$ cat config.mk
export PLATFORM = sky130hd
export DESIGN_NAME = dlp_ctrl
export DESIGN_NICKNAME = d
export VERILOG_FILES = /design/src/design/dlp_pkg.sv /design/src/design/dlp_ctrl.sv
export SDC_FILE = /design/constraint.sdc
export NUM_CORES = 1
export LEC_CHECK = 0
export ABC_AREA = 1
export BUFFER_PORTS_ARGS = -buffer_cell sky130_fd_sc_hd__buf_4
export CORE_ASPECT_RATIO = 1.1
export CORE_UTILIZATION = 55
export CTS_CLUSTER_SIZE = 28
export DETAILED_ROUTE_END_ITERATION = 10
export GPL_TIMING_DRIVEN = 1
export PLACE_DENSITY_LB_ADDON = 0.12
export SYNTH_ARGS = -nofsm -noshare
export SYNTH_HDL_FRONTEND = slang
export SYNTH_SLANG_ARGS = --single-unit
$ cat constraint.sdc
create_clock -name clk_i -period 2.25 [get_ports clk_i]
set_input_delay 0.3375 -clock clk_i [delete_from_list [all_inputs] [get_ports clk_i]]
set_output_delay 0.3375 -clock clk_i [all_outputs]
set_load 0.02 [all_outputs]
$ cat src/design/dlp_pkg.sv
// package: constants, state and pin types for the low-power state control block
package dlp_pkg;
  // register byte offsets on the wishbone slave
  localparam logic [7:0] OFS_STATUS   = 8'h00;
  localparam logic [7:0] OFS_EXITLAT  = 8'h04;
  localparam logic [7:0] OFS_XSNR     = 8'h08;
  // status field positions
  localparam int STS_STATE_LSB = 0;
  localparam int STS_DLL       = 3;
  localparam int STS_READY     = 4;
  localparam int STS_SLOW      = 5;
  localparam int STS_HITEMP    = 6;
  localparam int STS_DROP      = 7;
  // exit latency field positions (cycles)
  localparam int EXL_XP_LSB    = 0;
  localparam int EXL_XARD_LSB  = 8;
  localparam int EXL_XARDS_LSB = 16;
  // reset values of the latency registers, in cycles
  localparam logic [7:0]  RST_XP    = 8'h02;
  localparam logic [7:0]  RST_XARD  = 8'h02;
  localparam logic [7:0]  RST_XARDS = 8'h08;
  localparam logic [15:0] RST_XSNR  = 16'h000a;
  // clock and refresh interval of the high temperature range
  localparam int CLK_PERIOD_NS   = 20;
  localparam int T_REFI_HT_NS    = 3900;
  localparam int REFI_HT_CYC     = T_REFI_HT_NS / CLK_PERIOD_NS;
  localparam int REFI_NORMAL_CYC = 2 * REFI_HT_CYC;
  localparam int REF_CNT_W       = 10;
  // mode register bank selects
  localparam logic [2:0] BA_MR   = 3'h0;
  localparam logic [2:0] BA_EMR2 = 3'h2;

  typedef enum logic [2:0] {
    ST_IDLE,
    ST_PPD,
    ST_APD_FAST,
    ST_APD_SLOW,
    ST_SREF,
    ST_EXIT,
    ST_LOST
  } dlp_state_t;

  // command and control pins sampled at the rising edge
  typedef struct packed {
    logic       cke;
    logic       cs_n;
    logic       ras_n;
    logic       cas_n;
    logic       we_n;
    logic       odt;
    logic [2:0] ba;
    logic       a12;
    logic       a7;
  } dlp_pins_t;
endpackage

$ cat src/design/dlp_ctrl.sv
// low-power state control: self refresh, power-down, idle commands, wishbone registers
// How it works
// cke falling with cs, ras, cas low and we high enters self refresh
// controller turns termination off before self refresh entry
// in self refresh only cke matters; cke low keeps the state
// dll turns off on self refresh entry and back on at exit
// self refresh starts a refresh at once, repeats on timer, gates clock
// controller restores clock first, then sends only nop/deselect for exit delay
// controller keeps cke high and termination off during exit-to-read period
// controller waits and gives one extra refresh before self refresh re-entry
// cke falling with nop or deselect enters power-down
// power-down entry is accepted while row, precharge, mode or refresh work runs
// controller enters power-down with dll locked, else resets it after
// all banks closed gives precharge power-down, an open row active power-down
// mode register a12 picks fast or slow active power-down exit
// power-down cuts buffers; dll off except in fast active power-down
// controller holds cke low, clock stable, stays at most 9 refresh intervals
// cke high exits power-down; commands wait the mode's exit latency
// unexpected cke drop loses array contents; full re-initialization needed
// controller changes clock only in precharge power-down, 2 clocks after cke low
// after a clock change controller resets dll and may reprogram latencies
// controller holds odt and cke low while the clock changes and relocks
// nop is cs low with ras, cas, we high; it disturbs nothing
// cs high is deselect and acts exactly like nop
// extended mode register 2 bit a7 doubles the self refresh rate
// auto refresh is cs, ras, cas low, we high with cke staying high
// controller waits refresh cycle time after a refresh command
//
// The register offsets and the Wishbone slave port were decided locally.
module dlp_ctrl
  import dlp_pkg::*;
#(
  parameter int REFI_HT  = REFI_HT_CYC,
  parameter int REFI_NOR = REFI_NORMAL_CYC
) (
  input  wire logic                 clk_i,
  input  wire logic                 rst_i,
  input  wire dlp_pkg::dlp_pins_t   pins_i,
  input  wire logic                 bank_open_i,
  input  wire logic                 wb_cyc_i,
  input  wire logic                 wb_stb_i,
  input  wire logic                 wb_we_i,
  input  wire logic [7:0]           wb_adr_i,
  input  wire logic [3:0]           wb_sel_i,
  input  wire logic [31:0]          wb_dat_i,
  output logic      [31:0]          wb_dat_o,
  output logic                      wb_ack_o,
  output dlp_pkg::dlp_state_t       state_o,
  output logic                      dll_en_o,
  output logic                      buf_en_o,
  output logic                      int_clk_en_o,
  output logic                      ref_pulse_o,
  output logic                      cmd_ready_o
);
  import dlp_pkg::*;

  dlp_state_t           state_r, state_nxt;
  logic                 cke_q_r;
  logic [15:0]          exit_cnt_r, exit_cnt_nxt;
  logic [REF_CNT_W-1:0] ref_cnt_r;
  logic                 slow_r, hitemp_r, drop_r;
  logic [23:0]          exl_r;
  logic [15:0]          xsnr_r;

  // command decode; deselect and nop collapse into one idle term
  wire cmd_des     = pins_i.cs_n;
  wire cmd_nop     = !pins_i.cs_n && pins_i.ras_n && pins_i.cas_n && pins_i.we_n;
  wire cmd_idle    = cmd_des || cmd_nop;
  wire cmd_ref     = !pins_i.cs_n && !pins_i.ras_n && !pins_i.cas_n && pins_i.we_n;
  wire cmd_mrs     = !pins_i.cs_n && !pins_i.ras_n && !pins_i.cas_n && !pins_i.we_n;
  wire cke_fall    = cke_q_r && !pins_i.cke;
  wire cke_hold    = cke_q_r && pins_i.cke;
  wire in_idle     = state_r == ST_IDLE;
  wire sref_enter  = in_idle && cke_fall && cmd_ref;
  wire pd_enter    = in_idle && cke_fall && cmd_idle;
  wire auto_ref    = in_idle && cke_hold && cmd_ref;
  wire mrs_take    = in_idle && cke_hold && cmd_mrs;
  wire bad_drop    = (in_idle || state_r == ST_EXIT) && cke_fall && !sref_enter && !pd_enter;
  wire low_power   = state_r inside {ST_PPD, ST_APD_FAST, ST_APD_SLOW, ST_SREF};
  wire wake        = low_power && pins_i.cke;

  // exit latency for the mode being left
  logic [15:0] exit_load;
  always_comb begin
    unique case (state_r)
      ST_PPD:      exit_load = {8'h00, exl_r[EXL_XP_LSB +: 8]};
      ST_APD_FAST: exit_load = {8'h00, exl_r[EXL_XARD_LSB +: 8]};
      ST_APD_SLOW: exit_load = {8'h00, exl_r[EXL_XARDS_LSB +: 8]};
      default:     exit_load = xsnr_r;
    endcase
  end

  // next state; in self refresh every pin but cke is ignored
  always_comb begin
    state_nxt    = state_r;
    exit_cnt_nxt = exit_cnt_r;
    unique case (state_r)
      ST_IDLE: begin
        if (sref_enter)
          state_nxt = ST_SREF;
        else if (pd_enter)
          state_nxt = !bank_open_i ? ST_PPD : (slow_r ? ST_APD_SLOW : ST_APD_FAST);
        else if (bad_drop)
          state_nxt = ST_LOST;
      end
      ST_PPD, ST_APD_FAST, ST_APD_SLOW, ST_SREF: begin
        if (wake) begin
          state_nxt    = ST_EXIT;
          exit_cnt_nxt = (exit_load == 16'h0000) ? 16'h0001 : exit_load;
        end
      end
      ST_EXIT: begin
        if (bad_drop)
          state_nxt = ST_LOST;
        else if (exit_cnt_r <= 16'h0001)
          state_nxt = ST_IDLE;
        else
          exit_cnt_nxt = exit_cnt_r - 16'h0001;
      end
      ST_LOST: begin
        // contents are gone; a mode register write during re-init brings it back
        if (pins_i.cke && cmd_mrs && pins_i.ba == BA_MR)
          state_nxt = ST_IDLE;
      end
    endcase
  end

  // state and output flops, outputs follow the next state so they align with state_o
  always_ff @(posedge clk_i) begin
    if (rst_i) begin
      state_r      <= ST_IDLE;
      cke_q_r      <= 1'b0;
      exit_cnt_r   <= 16'h0000;
      dll_en_o     <= 1'b1;
      buf_en_o     <= 1'b1;
      int_clk_en_o <= 1'b1;
      cmd_ready_o  <= 1'b1;
    end else begin
      state_r      <= state_nxt;
      cke_q_r      <= pins_i.cke;
      exit_cnt_r   <= exit_cnt_nxt;
      dll_en_o     <= !(state_nxt inside {ST_SREF, ST_PPD, ST_APD_SLOW});
      buf_en_o     <= !(state_nxt inside {ST_SREF, ST_PPD, ST_APD_FAST, ST_APD_SLOW});
      int_clk_en_o <= state_nxt != ST_SREF;
      cmd_ready_o  <= state_nxt == ST_IDLE;
    end
  end
  assign state_o = state_r;

  // self refresh timer: first refresh right after entry, then every interval;
  // the high temperature option halves the interval
  wire [REF_CNT_W-1:0] ref_period = hitemp_r ? REF_CNT_W'(REFI_HT - 1) : REF_CNT_W'(REFI_NOR - 1);
  always_ff @(posedge clk_i) begin
    if (rst_i) begin
      ref_cnt_r   <= '0;
      ref_pulse_o <= 1'b0;
    end else begin
      ref_pulse_o <= auto_ref || (state_r == ST_SREF && ref_cnt_r == '0);
      if (state_r != ST_SREF || ref_cnt_r == '0)
        ref_cnt_r <= (state_r == ST_SREF) ? ref_period : '0;
      else
        ref_cnt_r <= ref_cnt_r - REF_CNT_W'(1);
    end
  end

  // mode bits latched from mode register commands
  always_ff @(posedge clk_i) begin
    if (rst_i) begin
      slow_r   <= 1'b0;
      hitemp_r <= 1'b0;
    end else if (mrs_take) begin
      if (pins_i.ba == BA_MR)
        slow_r <= pins_i.a12;
      if (pins_i.ba == BA_EMR2)
        hitemp_r <= pins_i.a7;
    end
  end

  // wishbone slave: one wait state, unmapped reads return zero, writes ignored
  wire        wb_req    = wb_cyc_i && wb_stb_i && !wb_ack_o;
  wire        wb_wr     = wb_req && wb_we_i;
  wire [31:0] wb_mask   = {{8{wb_sel_i[3]}}, {8{wb_sel_i[2]}}, {8{wb_sel_i[1]}}, {8{wb_sel_i[0]}}};
  wire        drop_clr  = wb_wr && wb_adr_i == OFS_STATUS && wb_sel_i[0] && wb_dat_i[STS_DROP];
  wire [31:0] sts_word  = {24'h000000, drop_r, hitemp_r, slow_r, cmd_ready_o, dll_en_o, state_r};
  wire [31:0] rd_word   = (wb_adr_i == OFS_STATUS)  ? sts_word :
                          (wb_adr_i == OFS_EXITLAT) ? {8'h00, exl_r} :
                          (wb_adr_i == OFS_XSNR)    ? {16'h0000, xsnr_r} : 32'h00000000;
  wire [31:0] exl_wr    = ({8'h00, exl_r} & ~wb_mask) | (wb_dat_i & wb_mask);
  wire [31:0] xsnr_wr   = ({16'h0000, xsnr_r} & ~wb_mask) | (wb_dat_i & wb_mask);

  // register flops; a drop in the clearing cycle keeps the flag set
  always_ff @(posedge clk_i) begin
    if (rst_i) begin
      wb_ack_o <= 1'b0;
      wb_dat_o <= 32'h00000000;
      exl_r    <= {RST_XARDS, RST_XARD, RST_XP};
      xsnr_r   <= RST_XSNR;
      drop_r   <= 1'b0;
    end else begin
      wb_ack_o <= wb_req;
      wb_dat_o <= wb_req ? rd_word : 32'h00000000;
      if (wb_wr && wb_adr_i == OFS_EXITLAT)
        exl_r <= exl_wr[23:0];
      if (wb_wr && wb_adr_i == OFS_XSNR)
        xsnr_r <= xsnr_wr[15:0];
      drop_r <= (state_nxt == ST_LOST && state_r != ST_LOST) || (drop_r && !drop_clr);
    end
  end
endmodule

Word level (Yosys, flattened, before mapping)
Cells that the tools add are included.
{ "word_totals": {"mem_count": 0, "out_inout_bits": 41, "input_bits": 61, "word_cells": 135, "rom_bits": 0, "regBits": 111, "ramBits": 0, "latchBits": 0} }
{ "op_classes": {"add_sub_neg": 2, "bitwise": 7, "eq_ne": 20, "n_mux": 22, "n_reduce_logical": 65, "order_cmp": 1, "multipliers": 0, "shifts": 0, "div": 0} }
{ "op_table": {"columns": ["cell", "count"], "rows": [
  ["16-bit two-way mux", 5],
  ["24-bit AND", 2],
  ["16-bit one-hot mux with 3 select lines", 1],
  ["1-bit logical AND", 32],
  ["16-bit one-hot mux with 2 select lines", 1],
  ["24-bit two-way mux", 1],
  ["24-bit NOT", 1],
  ["24-bit bitwise OR", 1],
  ["3-bit two-way mux", 7],
  ["9-bit two-way mux", 2],
  ["16-bit AND", 1],
  ["16-bit by 1-bit less-or-equal comparator with 1-bit output (second input constant)", 1],
  ["16-bit logical NOT", 1],
  ["16-bit bitwise OR", 1],
  ["16-bit by 1-bit subtractor with 16-bit output (second input constant)", 1],
  ["3-bit by 2-bit == test with 1-bit output (second input constant)", 5],
  ["3-bit == test (second input constant)", 5],
  ["3-bit one-hot mux with 4 select lines", 1],
  ["1-bit logical NOT", 11],
  ["10-bit logical NOT", 1],
  ["10-bit two-way mux", 1],
  ["10-bit by 1-bit subtractor with 10-bit output (second input constant)", 1],
  ["3-bit logical NOT", 3],
  ["3-bit inequality test (second input constant)", 3],
  ["18 further kinds", 28]
]} }

Logic depth before layout (Yosys ltp)
{ "logic_depth": {"depth_word": 15, "ltp_mapped": 14} }

Worst setup path before layout
OpenSTA, ideal clock, no wires.
{ "synth_timing": {"kind": "flip-flop to flip-flop", "start": "reg state_r[0] (netlist: state_o[0])", "end": "reg dll_en_o", "arrival_time_ns": 1.669, "stages_incl_launch_ff": 13, "period_less_slack_ns": 1.785, "setup_time_ns": 0.116, "setup_slack_ns": 0.465, "path_cell_list": "dfxtp_1 -> buf_4 -> inv_4 -> nor2_4 -> nand2_4 -> a21oi_4 -> nand4_2 -> nand2_1 -> nor2_2 -> nor2_4 -> nand2_1 -> nor2_1 -> nor2_1"} }
{ "synth_via": {"elab_chain_cells": 13, "elab_cells_between_ends": 32, "classes_between": "9 x eq/ne; 8 x mux; 15 x reduce/logical"} }
{ "synth_lines": {"columns": ["element", "line", "text"], "rows": [
  ["start, declared", "dlp_ctrl.sv:57", "dlp_state_t state_r, state_nxt;"],
  ["start signal, assigned", "dlp_ctrl.sv:139", "state_r <= state_nxt;"],
  ["3-bit logical NOT", "dlp_ctrl.sv:73, dlp_ctrl.sv:97", null],
  ["1-bit logical AND", "dlp_ctrl.sv:74, dlp_ctrl.sv:75", null],
  ["1-bit logical AND", "dlp_ctrl.sv:74", "wire sref_enter = in_idle && cke_fall && cmd_ref;"],
  ["1-bit logical NOT", "dlp_ctrl.sv:78", "wire bad_drop = (in_idle || state_r == ST_EXIT) && cke_fall && !sref_enter && !pd_enter;"],
  ["1-bit logical AND (2 in a row)", "dlp_ctrl.sv:78", null],
  ["3-bit two-way mux", "dlp_ctrl.sv:103", "else if (bad_drop)"],
  ["3-bit two-way mux", "dlp_ctrl.sv:101", "else if (pd_enter)"],
  ["3-bit two-way mux", "dlp_ctrl.sv:99", "if (sref_enter)"],
  ["3-bit one-hot mux with 4 select lines *", "dlp_ctrl.sv:97", "unique case (state_r)"],
  ["3-bit == test (tied with other cells)", "dlp_ctrl.sv:142", "dll_en_o <= !(state_nxt inside {ST_SREF, ST_PPD, ST_APD_SLOW});"],
  ["3-bit nonzero test *", "dlp_ctrl.sv:142", null],
  ["1-bit logical NOT *", "dlp_ctrl.sv:142", null],
  ["end signal, assigned", "dlp_ctrl.sv:142", null],
  ["end, declared", "dlp_ctrl.sv:49", "output logic dll_en_o,"]
]} }
Mark *: on every way between the ends. The rest lies on a longest branch, timed or not.
A chain may end at the register's enable or synchronous reset.

Worst setup path after layout
{ "layout_timing": {"start": "reg exit_cnt_r[0]", "end": "reg exit_cnt_r[3]"} }
{ "layout_via": {"elab_chain_cells": 4, "elab_cells_between_ends": 7, "classes_between": "1 x add/sub; 1 x order compare; 1 x eq/ne; 3 x mux; 1 x reduce/logical"} }
{ "layout_lines": {"columns": ["element", "line", "text"], "rows": [
  ["start, declared", "dlp_ctrl.sv:59", "logic [15:0] exit_cnt_r, exit_cnt_nxt;"],
  ["start signal, assigned", "dlp_ctrl.sv:141", "exit_cnt_r <= exit_cnt_nxt;"],
  ["16-bit by 1-bit subtractor with 16-bit output", "dlp_ctrl.sv:118", "exit_cnt_nxt = exit_cnt_r - 16'h0001;"],
  ["16-bit two-way mux", "dlp_ctrl.sv:115", "else if (exit_cnt_r <= 16'h0001)"],
  ["16-bit two-way mux", "dlp_ctrl.sv:113", "if (bad_drop)"],
  ["16-bit one-hot mux with 2 select lines", "dlp_ctrl.sv:97", null]
]} }
Several ways; a longest one is shown, not always the timed one. The select of a mux whose other input is x is not followed.

==> metrics.md <==
| Metric | Value |
|---|---|
| Post-cts hold buffer count | 0 |
| Share of the synthesized area in the top cell type | between 40% and 50% |
| Clk sinks | approximately 100 |
| Die height | about 100 um |
| Residual DRC count | 0 |
| Largest net degree at the start of global routing | between 40 and 50 |
| Worst-path clk slew | roughly 90 ps |
| Avg WL per Cell | between 10 and 15 um |
| RSZ-0062 raised after global routing | false |
| Minimum clock period | about 2000 ps |
| Critical Path RT | 2510 ps |
| Post-CTS setup buffer count | 0 |
| Ys async rst share | 0% |
| Routed vias | between 4,000 and 5,000 |
| Layout Cells excl Fill | a little over 900 |
| Vias in the first global route | approximately 4,600 |
| Slew @ Worst Pin | ~530 ps |
| Synth Instances | 710 |
| CTS root buffer | clkbuf_8 |
| IO buf count | just over 80 |
| Final wirelength | 13.1 mm |
| Yosys cell types | 40 |
| Crit path kind | flip-flop to flip-flop |
| Mapped Area | approximately 0.0050 mm2 |
| GRT Overall Usage | 28.8% |
| Worst reg2reg setup slack | ~250 ps |
| CTS tree | yes |
| Max VDD drop | between 0.6 and 0.7 mV |
| Via-to-Cell Ratio | 5.43 |
| Worst Setup End Kind | flip-flop |
| Initial DRC Count | around 330 |
| CP max stage delay | about 380 ps |
| Antenna cell count | 0 |
| Initial Utilization | 56.6% |
| Worst path most repeated cell | nor2_1 |
| CTS Buf Count | 9 |
| Core ar. | between 0.008 and 0.009 mm2 |
| Max Cap Viol | 0 |
| Worst-Skew Late Latency | 380 ps |
| Routability Congestion | about 0.95 |
| Worst path slowest cell | dfxtp_1 |
| Leak | roughly 2.6 nW |
| Power Density | 994 mW/mm2 |
| Nets | roughly 860 |
| Router iterations before antenna repair | 5 |
| Top Ports | 102 |
| Post-synth top area cell | dfxtp_1 |
| Share of the yosys chip area belonging to registers | between 40% and 50% |
| Synth top area cells | dfxtp_1, a21oi_1, nand2_1 |
| Outcome | completed |
| Finish-stage setup viols | 0 |
| Layout cells sized above 1 | ~18% |
| Yosys warnings | 0 |
| Die Area | roughly 0.0095 mm2 |
| Mean area per synthesized cell | ~7.0 um2 |
| Tightest hold margin | 176 ps |
| Longest Clk Path Bufs | 2 |
| Slew Limit Headroom | 64.6% |
| Die W | around 93 um |
| Rows | 36 |
| Dpl cells | around 890 |
| Ys flop type | dfxtp_1 |
| Placed wire-length estimate | between 10 and 15 mm |
| Cts repair resizes | 0 |
| Hold Vio Cnt, Final | 0 |
| Final Slew Violations | 0 |
| Number of flops mapped to enable cells by yosys | 0 |
| Final Skew | about 11 ps |
| TNS Setup | 0 ps |
| Fin crit share | around nine tenths |
| H-Tree Level Count | 3 |
| Area growth, synth to finish | 17.7% |
| First-pass GRT wire length | between 20 and 25 mm |
| Crit path cell chain | inv_1, ha_1, nor2_1, nor2_1, nand3_1, nand2_1, nand2_2, nand3_4, buf_4, o21ai_0, a21oi_1 |
| Fmax | between 500 and 600 MHz |
| Critical path data arrival time | between 2000 and 2500 ps |
| CP max FO | 10 |
| Startpoint Class | flip-flop |
| Hold Crit Class | input port to flip-flop |
| Initial antenna violation count | 0 |
| Routed Antenna Nets | 0 |
| Total congestion overflow | 0 |
| Flop and latch count out of synthesis | around 100 |
==> area by class of cell <==
class                      count  area, um2
fill                         786       2950
timing repair buffer          97        728
multi-input combinational    491       2420
clock inverter                 2       15.0
clock buffer                  14        163
inverter                      89        342
tap                          114        143
sequential                   103       2060
==> synth_stat cells (3+ instances only) <==
cell,count
o21ai_1,10
ha_1,3
inv_1,81
inv_4,3
clkbuf_1,15
nand4_1,19
buf_2,4
nor2_2,4
nand2_4,3
nor2_1,95
xnor2_1,4
nand2_1,101
a21oi_1,78
buf_6,3
o22ai_1,7
xor2_1,4
nor3_1,16
nand3_1,45
nand2_2,4
nor2_4,4
o21ai_0,68
buf_4,10
inv_2,3
dfxtp_1,103
==> report_power, final <==
part	leakage (nW)	total, mW	switching, mW	internal [mW]
Sequential	0.834	2.14	0.150	1.99
Combinational	1.66	2.62	1.70	0.924
Clock	0.0829	1.08	0.613	0.465
Total	2.57	5.84	2.46	3.38
==> cells by family after synthesis <==
| group | count (synthesis) | share of synthesized area [%] |
|---|---|---|
| buffers and inverters | 123 | 10.7 |
| adders and majority gates | 3 | 0.752 |
| other | 1 | 0.0751 |
| and+or+nand+nor | 300 | 27.5 |
| xor gates and xnor gates | 8 | 1.40 |
| DFF | 103 | 41.3 |
| AOI/OAI and AO/OA | 172 | 18.3 |
==> path summary, 6_finish.rpt <==
check,start,to,cells after the start
setup / recovery,exit_cnt_r[0],exit_cnt_r[3],11
setup reg to reg,exit_cnt_r[0],exit_cnt_r[3],11
hold reg to reg,flip-flop,wb_dat_o[22],2
hold / removal,wb_dat_i[1],flip-flop,3
==> metrics by stage <==
stage	power (mW)	setup slack [ps]	area, um2	utilization (%)
floorplan	4.21	465	5020	-
global placement	4.70	300	5700	64.5
detailed placement	4.78	266	5700	64.5
CTS	5.85	282	5880	66.6
global route	6.31	80.0	5880	66.6
finish	5.84	253	5880	66.6
==> per-layer routing <==
layer  track usage [%]  routed length, um  vias to the layer above
li1                  -                  -                     2484
met5                 0                  0                        -
met1              35.4               5450                     2264
met2              50.0               6610                      162
met4              14.0                375                        0
met3              3.87                648                       29
==> cell usage in the layout, fill, tap and decap left out, types with 7 or more instances in the layout <==
master / count
dfxtp_1: 103
nand2_1: 101
buf_4: 97
nor2_1: 95
inv_1: 81
a21oi_1: 78
o21ai_0: 68
nand3_1: 45
nand4_1: 19
nor3_1: 16
clkbuf_8: 11
o21ai_1: 10
conb_1: 8
o22ai_1: 7
==> worst max-delay path, delay by kind of cell, from the launching register on <==
kind | cells | cell delay, ps
AND/OR/NAND/NOR | 6 | 740
adder cells (fa/ha/maj) | 1 | 230
buffers and inverters | 2 | 290
flip-flops | 1 | 380
AO/OA/AOI/OAI | 2 | 240
No activity file was read; power rests on OpenSTA's default activity.
